$ cat src/include/led_seq_pkg.sv
// Overview of operation
// - Management booting: its lamp blinks 0.5 s on/off, chassis lamp dark.
// - Management ready in standby: chassis lamp repeats 0.1 s on, 2.9 s off.
// - Power-on request: chassis lamp blinks 0.5 s on/off, mgmt lamp steady.
// - Host booted: chassis lamp steady; both steady means main power mode.
// - Each locate button press toggles the locate fast blink.
// - Summary fault lamp on while any replaceable component lamp is lit.
// - Chassis lamp off without AC power or before management firmware boots.
// - Chassis lamp 1000 ms slow blink during self-test and during shutdown.
// - Chassis lamp steady once host powered and self-test complete.
// - Management lamp off when stopped, slow blink booting, steady when up.
// - Fan fault lamp steady while any fan module reports failure.
// - Supply fault lamp steady while any power supply reports failure.
// - Overtemperature lamp steady while the warning condition is signalled.
// - Service-hold lamp lit only on host application request.
package led_seq_pkg;

  // ----------------------------------------------------------------
  // timing
  // ----------------------------------------------------------------
  localparam int CLK_HZ = 20000000;
  localparam int MS_PER_S = 1000;
  localparam int CYC_PER_MS = CLK_HZ / MS_PER_S;
  localparam int SLOW_HALF_MS = 500;
  localparam int SLOW_PERIOD_MS = 1000;
  localparam int STBY_ON_MS = 100;
  localparam int STBY_OFF_MS = 2900;
  localparam int STBY_PERIOD_MS = STBY_ON_MS + STBY_OFF_MS;
  localparam int FAST_PERIOD_MS = 250;
  localparam int FAST_HALF_MS = FAST_PERIOD_MS / 2;
  // the common frame must be a multiple of every pattern period
  localparam int FRAME_MS = STBY_PERIOD_MS;
  localparam int MS_W = 12;
  localparam int TICK_W = 15;

  // ----------------------------------------------------------------
  // register map
  // ----------------------------------------------------------------
  localparam logic [7:0] ADDR_CTRL = 8'h00;
  localparam logic [7:0] ADDR_STATUS = 8'h04;
  localparam logic [7:0] ADDR_IRQ_STAT = 8'h08;
  localparam logic [7:0] ADDR_IRQ_MASK = 8'h0c;

  localparam int CTRL_LOCATE_BIT = 0;
  localparam logic CTRL_LOCATE_RST = 1'b0;

  localparam int ST_MGMT_BIT = 0;
  localparam int ST_CHASSIS_BIT = 1;
  localparam int ST_LOCATE_BIT = 2;
  localparam int ST_FAULT_BIT = 3;
  localparam int ST_FAN_BIT = 4;
  localparam int ST_SUPPLY_BIT = 5;
  localparam int ST_TEMP_BIT = 6;
  localparam int ST_HOLD_BIT = 7;
  localparam int ST_STATE_LSB = 8;

  localparam int EV_FAN = 0;
  localparam int EV_SUPPLY = 1;
  localparam int EV_TEMP = 2;
  localparam int EV_BUTTON = 3;
  localparam int EV_CHASSIS = 4;
  localparam int EV_W = 5;
  localparam logic [EV_W-1:0] IRQ_STAT_RST = 5'h00;
  localparam logic [EV_W-1:0] IRQ_MASK_RST = 5'h00;

  typedef enum logic [2:0] {
    CH_OFF,
    CH_STANDBY,
    CH_POWERING,
    CH_MAIN,
    CH_SHUTDOWN
  } chassis_e;

endpackage : led_seq_pkg

$ cat src/design/pin_sync.sv
`timescale 1ns/1ns
`default_nettype none
module pin_sync #(
  parameter int WIDTH = 1
) (
  input wire logic clk,                // system clock
  input wire logic rst,                // synchronous reset
  input wire logic [WIDTH-1:0] d,      // asynchronous pins
  output logic [WIDTH-1:0] q           // synchronised copy
);

  logic [WIDTH-1:0] meta_r;

  // first stage is read only by the second
  always_ff @(posedge clk) begin
    if (rst) begin
      meta_r <= '0;
      q <= '0;
    end else begin
      meta_r <= d;
      q <= meta_r;
    end
  end

endmodule : pin_sync
`default_nettype wire

$ cat src/design/led_sequencer.sv
// Implementation choices: the register addresses and the plain strobed port.
`timescale 1ns/1ns
`default_nettype none
module led_sequencer #(
  parameter int NUM_FANS = 4,
  parameter int NUM_PSU = 2,
  parameter int NUM_COMP = 8,
  parameter int CYC_PER_MS = led_seq_pkg::CYC_PER_MS
) (
  input wire logic SYS_CLK,                    // 20 MHz system clock
  input wire logic RST,                        // synchronous reset
  input wire logic AC_PRESENT,                 // AC input present
  input wire logic MGMT_RUNNING,               // mgmt_processor running
  input wire logic MGMT_READY,                 // mgmt_processor fully up
  input wire logic HOST_PWR_ON,                // power-on requested
  input wire logic HOST_POWERED,               // host rails up
  input wire logic POST_DONE,                  // self-test checkpoints done
  input wire logic LOCATE_BTN,                 // locate button, high pressed
  input wire logic [NUM_COMP-1:0] COMP_FAULT,  // component fault lamps
  input wire logic [NUM_FANS-1:0] FAN_FAIL,    // fan module failed
  input wire logic [NUM_PSU-1:0] PSU_FAIL,     // power supply failed
  input wire logic OVERTEMP,                   // overtemperature warning
  input wire logic HOST_HOLD_REQ,              // host asks service hold
  input wire logic [7:0] ADDR,                 // register byte address
  input wire logic [31:0] WDATA,               // write data
  input wire logic WR,                         // write strobe
  input wire logic RD,                         // read strobe
  output logic [31:0] RDATA,                   // read data, next cycle
  output logic IRQ,                            // level interrupt
  output logic MGMT_HEALTH_LAMP,               // mgmt_health_lamp
  output logic CHASSIS_HEALTH_LAMP,            // chassis health lamp
  output logic LOCATE_LAMP,                    // white locate lamp
  output logic FAULT_LAMP,                     // amber summary fault
  output logic FAN_FAULT_LAMP,                 // amber fan fault
  output logic SUPPLY_FAULT_LAMP,              // supply_fault_lamp
  output logic OVERTEMP_LAMP,                  // amber overtemp warning
  output logic SERVICE_HOLD_LAMP               // white service hold
);

  localparam int PIN_W = 9 + NUM_COMP + NUM_FANS + NUM_PSU;
  localparam int MS_W = led_seq_pkg::MS_W;
  localparam int TICK_W = led_seq_pkg::TICK_W;

  // ----------------------------------------------------------------
  // pin synchronisers
  // ----------------------------------------------------------------
  logic [PIN_W-1:0] pins_s;
  logic ac_s, run_s, ready_s, pwr_on_s, powered_s, post_s;
  logic btn_s, temp_s, hold_s;
  logic [NUM_COMP-1:0] comp_s;
  logic [NUM_FANS-1:0] fan_s;
  logic [NUM_PSU-1:0] psu_s;

  pin_sync #(.WIDTH(PIN_W)) u_sync (
    .clk(SYS_CLK),
    .rst(RST),
    .d({AC_PRESENT, MGMT_RUNNING, MGMT_READY, HOST_PWR_ON, HOST_POWERED,
        POST_DONE, LOCATE_BTN, OVERTEMP, HOST_HOLD_REQ, COMP_FAULT,
        FAN_FAIL, PSU_FAIL}),
    .q(pins_s)
  );

  assign {ac_s, run_s, ready_s, pwr_on_s, powered_s, post_s, btn_s, temp_s,
          hold_s, comp_s, fan_s, psu_s} = pins_s;

  // ----------------------------------------------------------------
  // pattern timebase
  // ----------------------------------------------------------------
  logic [TICK_W-1:0] tick_r;
  logic [MS_W-1:0] ms_r;
  logic ms_tick;
  logic slow_on, stby_on, fast_on;

  assign ms_tick = (tick_r == TICK_W'(CYC_PER_MS - 1));

  // one shared frame keeps lamps with equal patterns in phase
  always_ff @(posedge SYS_CLK) begin
    if (RST) begin
      tick_r <= '0;
    end else if (ms_tick) begin
      tick_r <= '0;
    end else begin
      tick_r <= tick_r + 1'b1;
    end
  end

  always_ff @(posedge SYS_CLK) begin
    if (RST) begin
      ms_r <= '0;
    end else if (ms_tick) begin
      if (ms_r == MS_W'(led_seq_pkg::FRAME_MS - 1)) begin
        ms_r <= '0;
      end else begin
        ms_r <= ms_r + 1'b1;
      end
    end
  end

  assign slow_on = (ms_r % MS_W'(led_seq_pkg::SLOW_PERIOD_MS))
                   < MS_W'(led_seq_pkg::SLOW_HALF_MS);
  assign stby_on = ms_r < MS_W'(led_seq_pkg::STBY_ON_MS);
  assign fast_on = (ms_r % MS_W'(led_seq_pkg::FAST_PERIOD_MS))
                   < MS_W'(led_seq_pkg::FAST_HALF_MS);

  // ----------------------------------------------------------------
  // chassis power sequence
  // ----------------------------------------------------------------
  led_seq_pkg::chassis_e state_r, state_nxt;

  always_comb begin
    state_nxt = state_r;
    unique case (state_r)
      led_seq_pkg::CH_OFF: begin
        state_nxt = led_seq_pkg::CH_STANDBY;
      end
      led_seq_pkg::CH_STANDBY: begin
        if (pwr_on_s) begin
          state_nxt = led_seq_pkg::CH_POWERING;
        end
      end
      led_seq_pkg::CH_POWERING: begin
        if (!pwr_on_s) begin
          state_nxt = led_seq_pkg::CH_SHUTDOWN;
        end else if (post_s) begin
          state_nxt = led_seq_pkg::CH_MAIN;
        end
      end
      led_seq_pkg::CH_MAIN: begin
        if (!pwr_on_s) begin
          state_nxt = led_seq_pkg::CH_SHUTDOWN;
        end
      end
      led_seq_pkg::CH_SHUTDOWN: begin
        if (!powered_s) begin
          state_nxt = led_seq_pkg::CH_STANDBY;
        end
      end
      default: begin
        state_nxt = led_seq_pkg::CH_OFF;
      end
    endcase
    // no AC or firmware not booted forces the sequence back
    if (!ac_s || !ready_s) begin
      state_nxt = led_seq_pkg::CH_OFF;
    end
  end

  always_ff @(posedge SYS_CLK) begin
    if (RST) begin
      state_r <= led_seq_pkg::CH_OFF;
    end else begin
      state_r <= state_nxt;
    end
  end

  // ----------------------------------------------------------------
  // register slave and locate state
  // ----------------------------------------------------------------
  logic wr_ctrl, wr_mask, rd_stat;
  logic btn_d_r, press;
  logic locate_r;
  logic [led_seq_pkg::EV_W-1:0] irq_stat_r, irq_mask_r, events;
  logic [NUM_FANS-1:0] fan_d_r;
  logic [NUM_PSU-1:0] psu_d_r;
  logic temp_d_r;
  logic [31:0] status_w, rdata_nxt;

  assign wr_ctrl = WR && (ADDR == led_seq_pkg::ADDR_CTRL);
  assign wr_mask = WR && (ADDR == led_seq_pkg::ADDR_IRQ_MASK);
  assign rd_stat = RD && (ADDR == led_seq_pkg::ADDR_IRQ_STAT);
  assign press = btn_s && !btn_d_r;

  always_ff @(posedge SYS_CLK) begin
    if (RST) begin
      btn_d_r <= 1'b0;
      fan_d_r <= '0;
      psu_d_r <= '0;
      temp_d_r <= 1'b0;
    end else begin
      btn_d_r <= btn_s;
      fan_d_r <= fan_s;
      psu_d_r <= psu_s;
      temp_d_r <= temp_s;
    end
  end

  // a press in the cycle of a software write still toggles the new value
  always_ff @(posedge SYS_CLK) begin
    if (RST) begin
      locate_r <= led_seq_pkg::CTRL_LOCATE_RST;
    end else begin
      locate_r <= (wr_ctrl ? WDATA[led_seq_pkg::CTRL_LOCATE_BIT] : locate_r)
                  ^ press;
    end
  end

  assign events[led_seq_pkg::EV_FAN] = |(fan_s & ~fan_d_r);
  assign events[led_seq_pkg::EV_SUPPLY] = |(psu_s & ~psu_d_r);
  assign events[led_seq_pkg::EV_TEMP] = temp_s && !temp_d_r;
  assign events[led_seq_pkg::EV_BUTTON] = press;
  assign events[led_seq_pkg::EV_CHASSIS] = state_nxt != state_r;

  // read clears, but an event in the same cycle survives
  always_ff @(posedge SYS_CLK) begin
    if (RST) begin
      irq_stat_r <= led_seq_pkg::IRQ_STAT_RST;
    end else begin
      irq_stat_r <= (rd_stat ? '0 : irq_stat_r) | events;
    end
  end

  always_ff @(posedge SYS_CLK) begin
    if (RST) begin
      irq_mask_r <= led_seq_pkg::IRQ_MASK_RST;
    end else if (wr_mask) begin
      irq_mask_r <= WDATA[led_seq_pkg::EV_W-1:0];
    end
  end

  always_ff @(posedge SYS_CLK) begin
    if (RST) begin
      IRQ <= 1'b0;
    end else begin
      IRQ <= |(irq_stat_r & irq_mask_r);
    end
  end

  always_comb begin
    status_w = '0;
    status_w[led_seq_pkg::ST_MGMT_BIT] = MGMT_HEALTH_LAMP;
    status_w[led_seq_pkg::ST_CHASSIS_BIT] = CHASSIS_HEALTH_LAMP;
    status_w[led_seq_pkg::ST_LOCATE_BIT] = locate_r;
    status_w[led_seq_pkg::ST_FAULT_BIT] = FAULT_LAMP;
    status_w[led_seq_pkg::ST_FAN_BIT] = FAN_FAULT_LAMP;
    status_w[led_seq_pkg::ST_SUPPLY_BIT] = SUPPLY_FAULT_LAMP;
    status_w[led_seq_pkg::ST_TEMP_BIT] = OVERTEMP_LAMP;
    status_w[led_seq_pkg::ST_HOLD_BIT] = SERVICE_HOLD_LAMP;
    status_w[led_seq_pkg::ST_STATE_LSB +: 3] = state_r;
  end

  // unmapped addresses read as zero
  always_comb begin
    rdata_nxt = '0;
    if (RD) begin
      unique case (ADDR)
        led_seq_pkg::ADDR_CTRL: begin
          rdata_nxt[led_seq_pkg::CTRL_LOCATE_BIT] = locate_r;
        end
        led_seq_pkg::ADDR_STATUS: begin
          rdata_nxt = status_w;
        end
        led_seq_pkg::ADDR_IRQ_STAT: begin
          rdata_nxt[led_seq_pkg::EV_W-1:0] = irq_stat_r;
        end
        led_seq_pkg::ADDR_IRQ_MASK: begin
          rdata_nxt[led_seq_pkg::EV_W-1:0] = irq_mask_r;
        end
        default: begin
          rdata_nxt = '0;
        end
      endcase
    end
  end

  always_ff @(posedge SYS_CLK) begin
    if (RST) begin
      RDATA <= '0;
    end else begin
      RDATA <= rdata_nxt;
    end
  end

  // ----------------------------------------------------------------
  // lamp drivers
  // ----------------------------------------------------------------
  always_ff @(posedge SYS_CLK) begin
    if (RST) begin
      MGMT_HEALTH_LAMP <= 1'b0;
    end else if (!ac_s || !run_s) begin
      MGMT_HEALTH_LAMP <= 1'b0;
    end else begin
      MGMT_HEALTH_LAMP <= ready_s || slow_on;
    end
  end

  always_ff @(posedge SYS_CLK) begin
    if (RST) begin
      CHASSIS_HEALTH_LAMP <= 1'b0;
    end else begin
      unique case (state_r)
        led_seq_pkg::CH_STANDBY: CHASSIS_HEALTH_LAMP <= stby_on;
        led_seq_pkg::CH_POWERING: CHASSIS_HEALTH_LAMP <= slow_on;
        led_seq_pkg::CH_SHUTDOWN: CHASSIS_HEALTH_LAMP <= slow_on;
        led_seq_pkg::CH_MAIN: CHASSIS_HEALTH_LAMP <= 1'b1;
        default: CHASSIS_HEALTH_LAMP <= 1'b0;
      endcase
    end
  end

  always_ff @(posedge SYS_CLK) begin
    if (RST) begin
      LOCATE_LAMP <= 1'b0;
      FAULT_LAMP <= 1'b0;
      FAN_FAULT_LAMP <= 1'b0;
      SUPPLY_FAULT_LAMP <= 1'b0;
      OVERTEMP_LAMP <= 1'b0;
      SERVICE_HOLD_LAMP <= 1'b0;
    end else begin
      LOCATE_LAMP <= locate_r && fast_on;
      // fan and supply faults light their own component lamps too
      FAULT_LAMP <= |comp_s || |fan_s || |psu_s;
      FAN_FAULT_LAMP <= |fan_s;
      SUPPLY_FAULT_LAMP <= |psu_s;
      OVERTEMP_LAMP <= temp_s;
      SERVICE_HOLD_LAMP <= hold_s;
    end
  end

  // ----------------------------------------------------------------
  // assertions
  // ----------------------------------------------------------------
  a_mgmt_blink: assert property (@(posedge SYS_CLK) disable iff (RST)
    (ac_s && run_s && !ready_s) |=> (MGMT_HEALTH_LAMP == $past(slow_on)))
    else $error("mgmt lamp not slow blinking while booting");

  a_standby_blink: assert property (@(posedge SYS_CLK) disable iff (RST)
    (state_r == led_seq_pkg::CH_STANDBY) |=>
      (CHASSIS_HEALTH_LAMP == ($past(ms_r) < 12'h064)))
    else $error("standby pattern wrong");

  a_powering_blink: assert property (@(posedge SYS_CLK) disable iff (RST)
    (state_r == led_seq_pkg::CH_POWERING && ready_s && run_s && ac_s) |=>
      (CHASSIS_HEALTH_LAMP == $past(slow_on)) && MGMT_HEALTH_LAMP)
    else $error("powering lamps wrong");

  a_main_steady: assert property (@(posedge SYS_CLK) disable iff (RST)
    (state_r == led_seq_pkg::CH_MAIN) |=> CHASSIS_HEALTH_LAMP)
    else $error("chassis lamp not steady in main mode");

  a_locate_fast: assert property (@(posedge SYS_CLK) disable iff (RST)
    locate_r |=> (LOCATE_LAMP == ($past(ms_r) % 12'h0fa < 12'h07d)))
    else $error("locate fast blink wrong");

  a_button_toggle: assert property (@(posedge SYS_CLK) disable iff (RST)
    (press && !wr_ctrl) |=> (locate_r != $past(locate_r)))
    else $error("button press did not toggle locate");

  a_fault_summary: assert property (@(posedge SYS_CLK) disable iff (RST)
    ##1 (FAULT_LAMP == $past(|comp_s || |fan_s || |psu_s)))
    else $error("summary fault lamp wrong");

  a_chassis_dark: assert property (@(posedge SYS_CLK) disable iff (RST)
    (!ac_s || !ready_s) |=> ##1 !CHASSIS_HEALTH_LAMP)
    else $error("chassis lamp lit without AC or firmware");

  a_shutdown_blink: assert property (@(posedge SYS_CLK) disable iff (RST)
    (state_r == led_seq_pkg::CH_SHUTDOWN) |=>
      (CHASSIS_HEALTH_LAMP == ($past(ms_r) % 12'h3e8 < 12'h1f4)))
    else $error("shutdown blink wrong");

  a_post_to_main: assert property (@(posedge SYS_CLK) disable iff (RST)
    (state_r == led_seq_pkg::CH_POWERING && pwr_on_s && post_s && ac_s
     && ready_s) |=> ##1 CHASSIS_HEALTH_LAMP)
    else $error("chassis lamp not steady after self-test");

  a_mgmt_off: assert property (@(posedge SYS_CLK) disable iff (RST)
    (!run_s || !ac_s) |=> !MGMT_HEALTH_LAMP)
    else $error("mgmt lamp lit while not running");

  a_fan_lamp: assert property (@(posedge SYS_CLK) disable iff (RST)
    ##1 (FAN_FAULT_LAMP == $past(|fan_s)))
    else $error("fan lamp wrong");

  a_supply_lamp: assert property (@(posedge SYS_CLK) disable iff (RST)
    ##1 (SUPPLY_FAULT_LAMP == $past(|psu_s)))
    else $error("supply lamp wrong");

  a_temp_lamp: assert property (@(posedge SYS_CLK) disable iff (RST)
    $rose(temp_s) |=> OVERTEMP_LAMP)
    else $error("overtemp lamp late");

  a_hold_lamp: assert property (@(posedge SYS_CLK) disable iff (RST)
    !hold_s |=> !SERVICE_HOLD_LAMP)
    else $error("service hold lamp lit without request");

  a_reset_dark: assert property (@(posedge SYS_CLK)
    RST |=> !(MGMT_HEALTH_LAMP || CHASSIS_HEALTH_LAMP || LOCATE_LAMP
              || FAULT_LAMP || FAN_FAULT_LAMP || SUPPLY_FAULT_LAMP
              || OVERTEMP_LAMP || SERVICE_HOLD_LAMP))
    else $error("lamp lit after reset");

  a_frame_wrap: assert property (@(posedge SYS_CLK) disable iff (RST)
    (ms_tick && ms_r == 12'hbb7) |=> (ms_r == 12'h000))
    else $error("frame counter did not wrap");

endmodule : led_sequencer
`default_nettype wire

$ cat config.mk
export PLATFORM = sky130hd
export DESIGN_NAME = led_sequencer
export DESIGN_NICKNAME = d
export VERILOG_FILES = /design/src/include/led_seq_pkg.sv /design/src/design/pin_sync.sv /design/src/design/led_sequencer.sv
export SDC_FILE = /design/constraint.sdc
export NUM_CORES = 1
export LEC_CHECK = 0
export BUFFER_PORTS_ARGS = -buffer_cell sky130_fd_sc_hd__buf_2
export CORE_MARGIN = 1.5
export CORE_UTILIZATION = 30
export CTS_CLUSTER_SIZE = 24
export DETAILED_ROUTE_END_ITERATION = 8
export PLACE_DENSITY = 0.55
export SYNTH_ARGS = -nofsm -noshare
export SYNTH_HDL_FRONTEND = slang
export SYNTH_SLANG_ARGS = --single-unit
$ cat constraint.sdc
create_clock -name SYS_CLK -period 3.4 [get_ports SYS_CLK]
set_input_delay 0.34 -clock SYS_CLK [delete_from_list [all_inputs] [get_ports SYS_CLK]]
set_output_delay 0.34 -clock SYS_CLK [all_outputs]
set_load 0.01 [all_outputs]
==> results of run 1 <==
==> stage by stage <==
step	setup TNS (ns)	worst slack, ns	cells	total power [uW]
floorplan	0	0.0415	603	1510
global placement	-0.0389	-0.0389	890	1530
detailed placement	-0.155	-0.155	890	1540
CTS	0	0.0225	922	3190
global route	-0.00664	-0.00664	928	3270
finish	0	0.148	928	3150
==> cell families after synthesis <==
| logic type | count (synthesis) | share of synthesized area, % |
|---|---|---|
| compound gates | 103 | 15.0 |
| flops | 114 | 43.3 |
| buf+inv | 72 | 7.31 |
| simple gates | 241 | 24.4 |
| mux | 18 | 3.89 |
| xor+xnor | 29 | 4.96 |
| fa+ha+maj | 5 | 1.14 |
| other cells | 1 | 0.0711 |
==> registers in the layout, summed over array words and instances, names as in the netlist, 2 cells and up <==
signal,flops
state_r,3
RDATA,11
psu_d_r,2
u_sync.q,23
irq_mask_r,5
tick_r,15
ms_r,12
irq_stat_r,5
fan_d_r,4
u_sync.meta_r,23
==> synth_stat cells, types with 3 or more instances <==
library cell	count	area, sq um
mux2i_1	9	90.1
buf_2	8	40.0
and2_1	10	62.6
o21a_1	3	22.5
inv_1	17	63.8
o211ai_1	4	30.0
nor3_1	15	75.1
xor2_1	14	123
a211o_1	3	26.3
a211oi_1	5	37.5
o2111ai_1	3	26.3
ha_1	4	50.1
nor4_1	8	50.1
and3_1	5	31.3
clkbuf_1	19	71.3
or3_1	6	37.5
dfxtp_1	114	2280
a31oi_1	4	25.0
nand4b_1	3	26.3
buf_4	26	195
o22ai_1	4	25.0
nand4_1	9	56.3
a21oi_1	16	80.1
nor2_1	63	236
mux2_2	7	78.8
nand2_1	26	97.6
nand3_1	21	105
a22oi_1	6	45.0
o21ai_0	16	80.1
xnor2_1	14	123
nor2b_1	59	369
o31ai_1	5	37.5
==> worst paths after layout <==
path / to / slack (ns) / depth (start not counted)
setup / recovery: LOCATE_LAMP$_SDFF_PP0_ / 0.15 / 12
hold / removal: u_sync.meta_r[11]$_SDFF_PP0_ / 0.13 / 2
setup reg to reg: LOCATE_LAMP$_SDFF_PP0_ / 0.15 / 12
hold reg to reg: u_sync.q[10]$_SDFF_PP0_ / 0.44 / 1
==> power breakdown <==
| part | internal [uW] | total, uW | switching [uW] | leakage (uW) |
|---|---|---|---|---|
| registers | 1370 | 1390 | 18.8 | 0.000936 |
| logic | 52.2 | 113 | 60.7 | 0.00155 |
| clock network | 1010 | 1640 | 634 | 0.000268 |
| total | 2440 | 3150 | 713 | 0.00276 |
==> final cells by class <==
type | instances | area [sq um] | share of cell area (%)
flip-flops and latches | 114 | 2300 | 33.7
inverters | 17 | 63.8 | 0.936
multi-input cells | 417 | 2830 | 41.6
repair buffers | 123 | 783 | 11.5
clock buffers | 18 | 429 | 6.29
well taps | 225 | 282 | 4.13
clock inverters | 14 | 129 | 1.89
==> metal layers <==
| metal | vias to the layer above | share of wire (%) |
|---|---|---|
| met5 | - | 0 |
| met4 | 0 | 1.8 |
| met3 | 20 | 4.1 |
| met2 | 139 | 48 |
| met1 | 2094 | 46 |
| li1 | 2212 | - |
==> repair_timing <==
action | 4_1_cts | 5_1_grt
endpoints found under the setup margin | 1 | 1
pin swaps | 0 | 7
buffers inserted | 0 | 6
hold buffers | 0 | 0
gates resized for setup | 9 | 33
==> layout by cell type (no fill, tap or decap), drive strengths merged, types with 6 or more instances in the layout <==
| cell type | n |
|---|---|
| o31ai | 6 |
| a31oi | 6 |
| a21oi | 16 |
| mux2 | 7 |
| and2 | 10 |
| nor3 | 15 |
| or3 | 6 |
| buf | 123 |
| a22oi | 6 |
| inv | 22 |
| clkbuf | 18 |
| xor2 | 14 |
| nor2b | 59 |
| nand2 | 26 |
| o21ai | 19 |
| dfxtp | 114 |
| xnor2 | 15 |
| nand4 | 10 |
| nor4 | 8 |
| conb | 21 |
| nor2 | 63 |
| nand3 | 22 |
| mux2i | 10 |
==> results.toml, run 1 <==
[run_status]
status = "complete, no violations"

[critical_path]
arrival_ns = 3.59
cp_slowest_cell = "o41ai_4"
required_ns = 3.74
critPathLaunchType = "flip-flop"
crit_path_start = "ms_r[7]$_SDFFE_PP0P_"
critPathTopFamily = "compound AO/OA/AOI/OAI gates"
cpMostUsedCell = "buf_4"
critPathCaptureType = "flip-flop"
reg2reg_from = "ms_r[7]$_SDFFE_PP0P_"
cp_max_fo = 10
slowest_delay_ns = 0.40
cp_cell_sequence = "and4_1, o21ai_0, a21oi_2, mux2_4, o41ai_4, buf_4, xor2_1, buf_4, a211oi_1, o32a_1, mux2_2, a31oi_2"
crit_type = "flip-flop to flip-flop"
worst-path-buf-inv = 2

[job]
cap_viol_max_count = 0

[clocking]
cts_buffer_depth = 2
cts_root_buf = "clkbuf_16"
cts_tree = "done"
cts_num_sinks = 114
clk_latency_ns = 0.41
path_clk_slew_ns = 0.06
cts_made_buffers = 17
htreeDepth = 4

[cells_and_area]
nets = 761
area_growth_pct = 29.3
num_antenna_cells = 0
fin_area_sq_mm = 0.00682
drive_above_1_share_pct = 28.9
fillers = 1722
final_util_pct = 39.6

[timing]
slew_violations = 0
setup_viol = 0
skew_ns = 0.0195
min_period_over_period_pct = 95.7
holdWs_ns = 0.135
hold_violations = 0
min_period_ns = 3.25
clock.fmax_mhz = 307

[power_and_ir_drop]
vdd.ir_drop.worst_mv = 0.332
p_leak_uw = 0.00276
pwr_density_cell_mw_per_mm2 = 462

[placed_design]
place_area_sq_mm = 0.00604
numPortBuffers = 59
dp_hpwl_um = 9070
place_congestion = 0.814

[floorplan]
io_pins = 108
core-area_sq_mm = 0.0172
rows = 48
die_width_um = 136
fp.dieArea_sq_mm = 0.0184
start_util_pct = 30.6
die_y_um = 136

[global_routing]
met1_usage_pct = 17.0
grt_pass1_vias = 4102
grt_use_met2_pct = 21.6
gr-usage-met3_pct = 3.52
grt_max_degree = 35
antenna_found_initial = 0
overflow = 0
grt_pass1_wl_um = 19600
top_usage_layer = "met2"
grt_use_total_pct = 13.5

[routing]
drt-total-wl_um = 12300
wl_per_cell_um = 13.3
dr.pass1.iters = 5
final_antenna_net_count = 0
drt-vias-per-instance = 4.81
drcViolationCount = 0
via_count = 4465
drtIter0Drc = 288

[yosys]
syn_area_sq_mm = 0.00528
synth-edff-count = 0
ys_seq_area_share_pct = 43.3
yosysWarnings = 0
synthesis.instances = 583
synth_area_per_cell_sq_um = 9.05
ys_async_sr_fraction_pct = 0
ys_types = 75
synth_top_flop_cell = "dfxtp_1"
ys_ff_latch = 114

[worst_hold_path]
worstHoldPathType = "input port to flip-flop"
min_from = "COMP_FAULT[5]"
Power figures use the tool's default switching activity.
==> run 2: changes to the inputs <==
--- a/config.mk
+++ b/config.mk
@@ -10,7 +10,7 @@
 export CORE_UTILIZATION = 30
 export CTS_CLUSTER_SIZE = 24
 export DETAILED_ROUTE_END_ITERATION = 8
-export PLACE_DENSITY = 0.55
+export PLACE_DENSITY = 0.52
 export SYNTH_ARGS = -nofsm -noshare
 export SYNTH_HDL_FRONTEND = slang
 export SYNTH_SLANG_ARGS = --single-unit
==> run 2 against run 1 <==
Clock skew down 0.0022 ns. Clock-buffer cell count increased by 1. Critical path depth did not move. Combinational power barely moved. First-iteration DRC count is 16% lower. Critical endpoint unchanged. Largest cell class unchanged.
==> results.toml, run 2 (synthesis gave the netlist of run 1 again) <==
[cells_and_area]
fin_area_sq_mm = 0.00676
area_growth_pct = 28.2
nets = 757
drive_above_1_share_pct = 27.8
layout_commonest_cell = "dfxtp_1"
final_cell_mix = "dfxtp_1, nor2_1, buf_4"
num_antenna_cells = 0
seq_area_sq_mm = 0.00229
fillers = 1707
multi_input_area_sq_mm = 0.00278
largest_registers = "u_sync.meta_r x23, u_sync.q x23, tick_r x15"

[routing]
via_count = 4361
dr.pass1.iters = 5
drtIter0Drc = 241
final_antenna_net_count = 0
drcViolationCount = 0
drt-vias-per-instance = 4.72
drt-total-wl_um = 11800
wl_per_cell_um = 12.8

[critical_path]
critPathLaunchType = "flip-flop"
crit_type = "flip-flop to flip-flop"
reg2reg_slack_ns = 0.18
critPathCaptureType = "flip-flop"
cp_max_fo = 10
required_ns = 3.74
arrival_ns = 3.56

[global_routing]
antenna_found_initial = 0
overflow = 0
grt_pass1_vias = 3971
grt_use_total_pct = 12.8
grt_pass1_wl_um = 18800
grt_max_degree = 45

[floorplan]
die_y_um = 136
rows = 48
io_pins = 108
die_width_um = 136
fp.dieArea_sq_mm = 0.0184
start_util_pct = 30.6
core-area_sq_mm = 0.0172

[timing]
hold_violations = 0
rsz0062_at_grt = "false"
min_period_over_period_pct = 94.7
clock.fmax_mhz = 311
relSlewSlack_pct = 43.2
slew_violations = 0
skew_ns = 0.0173
min_period_ns = 3.22
setup_viol = 0
setup_tns_ns = 0
worstMarginPinSlew_ns = 0.851

[placed_design]
numPortBuffers = 59
dp_hpwl_um = 8710
place_congestion = 0.839
place_area_sq_mm = 0.00603

[power_and_ir_drop]
pwr-share-comb_pct = 3.4
sw_frac_of_total_pct = 20.5
switchingPower_uw = 670
power_frac_seq_pct = 42.7
pwr_density_cell_mw_per_mm2 = 483
internal_power_uw = 2600
p_leak_uw = 0.00272
clockPowerShare_pct = 53.9
vdd.ir_drop.worst_mv = 0.358

[clocking]
htreeDepth = 4
cts_buffer_depth = 2
cts_num_sinks = 114
clk_latency_ns = 0.41
path_clk_slew_ns = 0.05
cts_made_buffers = 17
cts_hold_buf = 0
cts_root_buf = "clkbuf_16"
cts_tree = "done"

[run_status]
status = "complete, no violations"

[worst_hold_path]
worstHoldPathType = "input port to flip-flop"

[job]
cap_viol_max_count = 0
-- run 2: layer usage --
metal  vias to the layer above  part of all wire (%)  global-route usage [%]
met3                        14                   4.5                    3.55
li1                       2209                     -                       -
met1                      2019                    48                    16.8
met2                       119                    47                    20.1
met5                         -                     0                       0
met4                         0                   1.4                    4.54
-- run 2: area by class of cell --
type | count | area share, %
Clock inverter | 13 | 2.35
Timing Repair Buffer | 119 | 11.0
Clock buffer | 19 | 6.55
Tap cell | 225 | 4.16
Sequential cell | 114 | 33.9
Inverter | 17 | 0.944
Multi-Input combinational cell | 417 | 41.1
-- run 2: final timing paths --
check	start	end	depth (start not counted)
worst max-delay path	ms_r[10]$_SDFFE_PP0P_	LOCATE_LAMP$_SDFF_PP0_	12
worst min register to register	u_sync.meta_r[14]$_SDFF_PP0_	u_sync.q[14]$_SDFF_PP0_	1
worst min-delay path	FAN_FAIL[0]	u_sync.meta_r[2]$_SDFF_PP0_	2
worst max register to register	ms_r[10]$_SDFFE_PP0P_	LOCATE_LAMP$_SDFF_PP0_	12
-- run 2: worst max-delay path, stage by stage (launching register included) --
cell      delay (ns)
dfxtp_2         0.38
and4_1          0.25
o21ai_0         0.12
a21oi_2         0.19
mux2_4          0.35
o41ai_4         0.40
buf_4           0.18
xor2_2          0.19
buf_4           0.20
a211oi_1        0.11
o32a_1          0.36
mux2_2          0.27
a31oi_2         0.15
-- run 2: through the flow --
step | utilization, % | cells | hold slack, ns | setup slack [ns] | total power, uW
2_1_floorplan | - | 603 | 0.407 | 0.0415 | 1510
3_3_place_gp | 35.0 | 888 | 0.417 | -0.000195 | 1530
3_5_place_dp | 35.0 | 888 | 0.420 | -0.0390 | 1540
4_1_cts | 38.5 | 920 | 0.130 | 0.0122 | 3310
5_1_grt | 39.2 | 924 | 0.132 | 0.0117 | 3390
6_report | 39.2 | 924 | 0.139 | 0.180 | 3270
-- run 2: power by group through the flow --
| stage | clock network [uW] | registers (uW) | logic (uW) |
|---|---|---|---|
| finish | 1760 | 1390 | 111 |
| detailed placement | 0 | 1420 | 113 |
| CTS | 1800 | 1390 | 113 |
| floorplan | 0 | 1420 | 92.5 |
| global route | 1870 | 1400 | 126 |
| global placement | 0 | 1420 | 111 |
-- run 2: timing repair --
item / in CTS / in global routing
resized for setup: 4 / 23
setup endpoints to repair: 1 / 2
buffers inserted: 0 / 4
hold endpoints to repair: 0 / 0
pin swaps: 0 / 6
==> run 3: changes to the inputs <==
--- a/config.mk
+++ b/config.mk
@@ -6,6 +6,7 @@
 export NUM_CORES = 1
 export LEC_CHECK = 0
 export BUFFER_PORTS_ARGS = -buffer_cell sky130_fd_sc_hd__buf_2
+export CORE_ASPECT_RATIO = 1.75
 export CORE_MARGIN = 1.5
 export CORE_UTILIZATION = 30
 export CTS_CLUSTER_SIZE = 24
==> run 3 against run 2 <==
Sequential power hardly changed. Worst hold slack worse by 0.0026 ns. Design area is 0.85% higher. Critical path depth is 2 higher. Setup slack worse by 0.073 ns. Non-clock buffer count is 2 higher. Fmax is 2.2% lower. Via count is 0.69% higher. Routed wire length is 6.9% higher. Total power is 0.73% lower. Global-route usage is 1.6 points higher. Clock-buffer cell count is 2 lower.
==> results.toml, run 3 (synthesis gave the netlist of run 1 again) <==
[clocking]
clk_latency_ns = 0.40
cts_buffer_depth = 2
cts_made_buffers = 17
cts_root_buf = "clkbuf_16"
htreeDepth = 4
path_clk_slew_ns = 0.06
cts_tree = "done"
cts_num_sinks = 114

[cells_and_area]
layout_commonest_cell = "dfxtp_1"
drive_above_1_share_pct = 29.0
final_util_pct = 39.2
area_growth_pct = 29.3
nets = 759
num_antenna_cells = 0
largest_registers = "u_sync.meta_r x23, u_sync.q x23, tick_r x15"
fillers = 1800
final_cell_mix = "dfxtp_1, nor2_1, buf_4"

[floorplan]
core-area_sq_mm = 0.0174
io_pins = 108
die_y_um = 178
die_width_um = 103
rows = 64
start_util_pct = 30.4
fp.dieArea_sq_mm = 0.0184

[power_and_ir_drop]
sw_frac_of_total_pct = 23.9
pwr-share-comb_pct = 3.5
vdd.ir_drop.worst_mv = 0.439
p_leak_uw = 0.00275
power.total_uw = 3240
clockPowerShare_pct = 53.7
pwr_density_cell_mw_per_mm2 = 476
power_frac_seq_pct = 42.9
switchingPower_uw = 775
internal_power_uw = 2470

[timing]
relSlewSlack_pct = 58.2
hold_violations = 0
setup_viol = 0
clock.fmax_mhz = 304
setup_tns_ns = 0
min_period_ns = 3.29
slew_violations = 0
holdWs_ns = 0.136
min_period_over_period_pct = 96.9
worstMarginPinSlew_ns = 0.628
skew_ns = 0.00755

[critical_path]
required_ns = 3.69
arrival_ns = 3.58
cp_max_fo = 9
critPathLaunchType = "flip-flop"
critPathCaptureType = "flip-flop"
crit_type = "flip-flop to flip-flop"

[global_routing]
overflow = 0
grt_use_total_pct = 14.4
antenna_found_initial = 0
grt_max_degree = 51
grt_pass1_wl_um = 20300
grt_pass1_vias = 4271

[routing]
drt-total-wl_um = 12700
drtIter0Drc = 175
wl_per_cell_um = 13.6
final_antenna_net_count = 0
drcViolationCount = 0
via_count = 4391
drt-vias-per-instance = 4.71
dr.pass1.iters = 4

[worst_hold_path]
worstHoldPathType = "input port to flip-flop"

[placed_design]
dp_hpwl_um = 9630
numPortBuffers = 59
place_congestion = 0.851

[run_status]
status = "complete, no violations"

[job]
cap_viol_max_count = 0
[run 3: cell types whose count changed in the layout (fill, tap and decap cells not counted), sizes merged]
cell	delta
clkinv	-2
clkbuf	-2
clkinvlp	-2
bufinv	-2
inv	+8
buf	+2
[run 3: path summary, 6_finish.rpt]
kind                                               from                     endpoint  slack, ns  cells past startpoint
worst min register to register  u_sync.q[21]$_SDFF_PP0_  MGMT_HEALTH_LAMP$_SDFF_PP0_       0.42                      2
worst min-delay path                        FAN_FAIL[1]  u_sync.meta_r[3]$_SDFF_PP0_       0.14                      2
worst max-delay path               ms_r[9]$_SDFFE_PP0P_       LOCATE_LAMP$_SDFF_PP0_       0.11                     14
worst max register to register     ms_r[9]$_SDFFE_PP0P_       LOCATE_LAMP$_SDFF_PP0_       0.11                     14
[run 3: layout make-up]
type                    count  area [sq um]  share of cell area (%)
well taps                 231           289                    4.24
clock inverters            15           164                    2.40
inverters                  17          63.8                   0.936
repair buffers            121           773                    11.3
multi-input cells         417          2810                    41.2
clock buffers              17           425                    6.24
flip-flops and latches    114          2290                    33.7
[run 3: metal layers]
layer  track usage [%]  wire [um]  share of wire [%]  vias to the layer above
met5                 0          0                  0                        -
met4              7.32        475                3.8                        0
met3              3.29        376                3.0                       29
met2              27.4       7170                 57                       78
met1              13.9       4630                 37                     2072
li1                  -          -                  -                     2212
[run 3: timing repair]
| item | CTS | global route |
|---|---|---|
| resized for setup | 8 | 26 |
| endpoints found under the setup margin | 1 | 1 |
| setup buffers | 0 | 2 |
| pin swaps | 0 | 2 |
| hold buffers | 0 | 0 |
[run 3: power groups by stage]
stage | Combinational, uW | Clock, uW | Sequential, uW
finish | 112 | 1740 | 1390
global route | 128 | 1860 | 1390
CTS | 114 | 1780 | 1390
detailed placement | 113 | 0 | 1420
global placement | 110 | 0 | 1420
floorplan | 92.5 | 0 | 1420
[run 3: metrics by stage]
step | setup slack (ns) | area [sq um] | instances
2_1_floorplan | 0.0415 | 5350 | 603
3_3_place_gp | -0.168 | 6080 | 898
3_5_place_dp | -0.220 | 6080 | 898
4_1_cts | 0.0102 | 6700 | 930
5_1_grt | -0.0181 | 6820 | 932
6_report | 0.107 | 6820 | 932
[run 3: critical path: stages (launching register included)]
cell       delay [ns]
dfxtp_2          0.34
buf_4            0.14
nand4_4          0.09
buf_4            0.18
o21ai_1          0.12
o31a_1           0.27
o21a_2           0.25
or4_1            0.56
and2_4           0.19
a2111oi_4        0.44
o21ai_2          0.13
buf_4            0.14
a21o_1           0.14
o211ai_1         0.11
a31oi_2          0.05
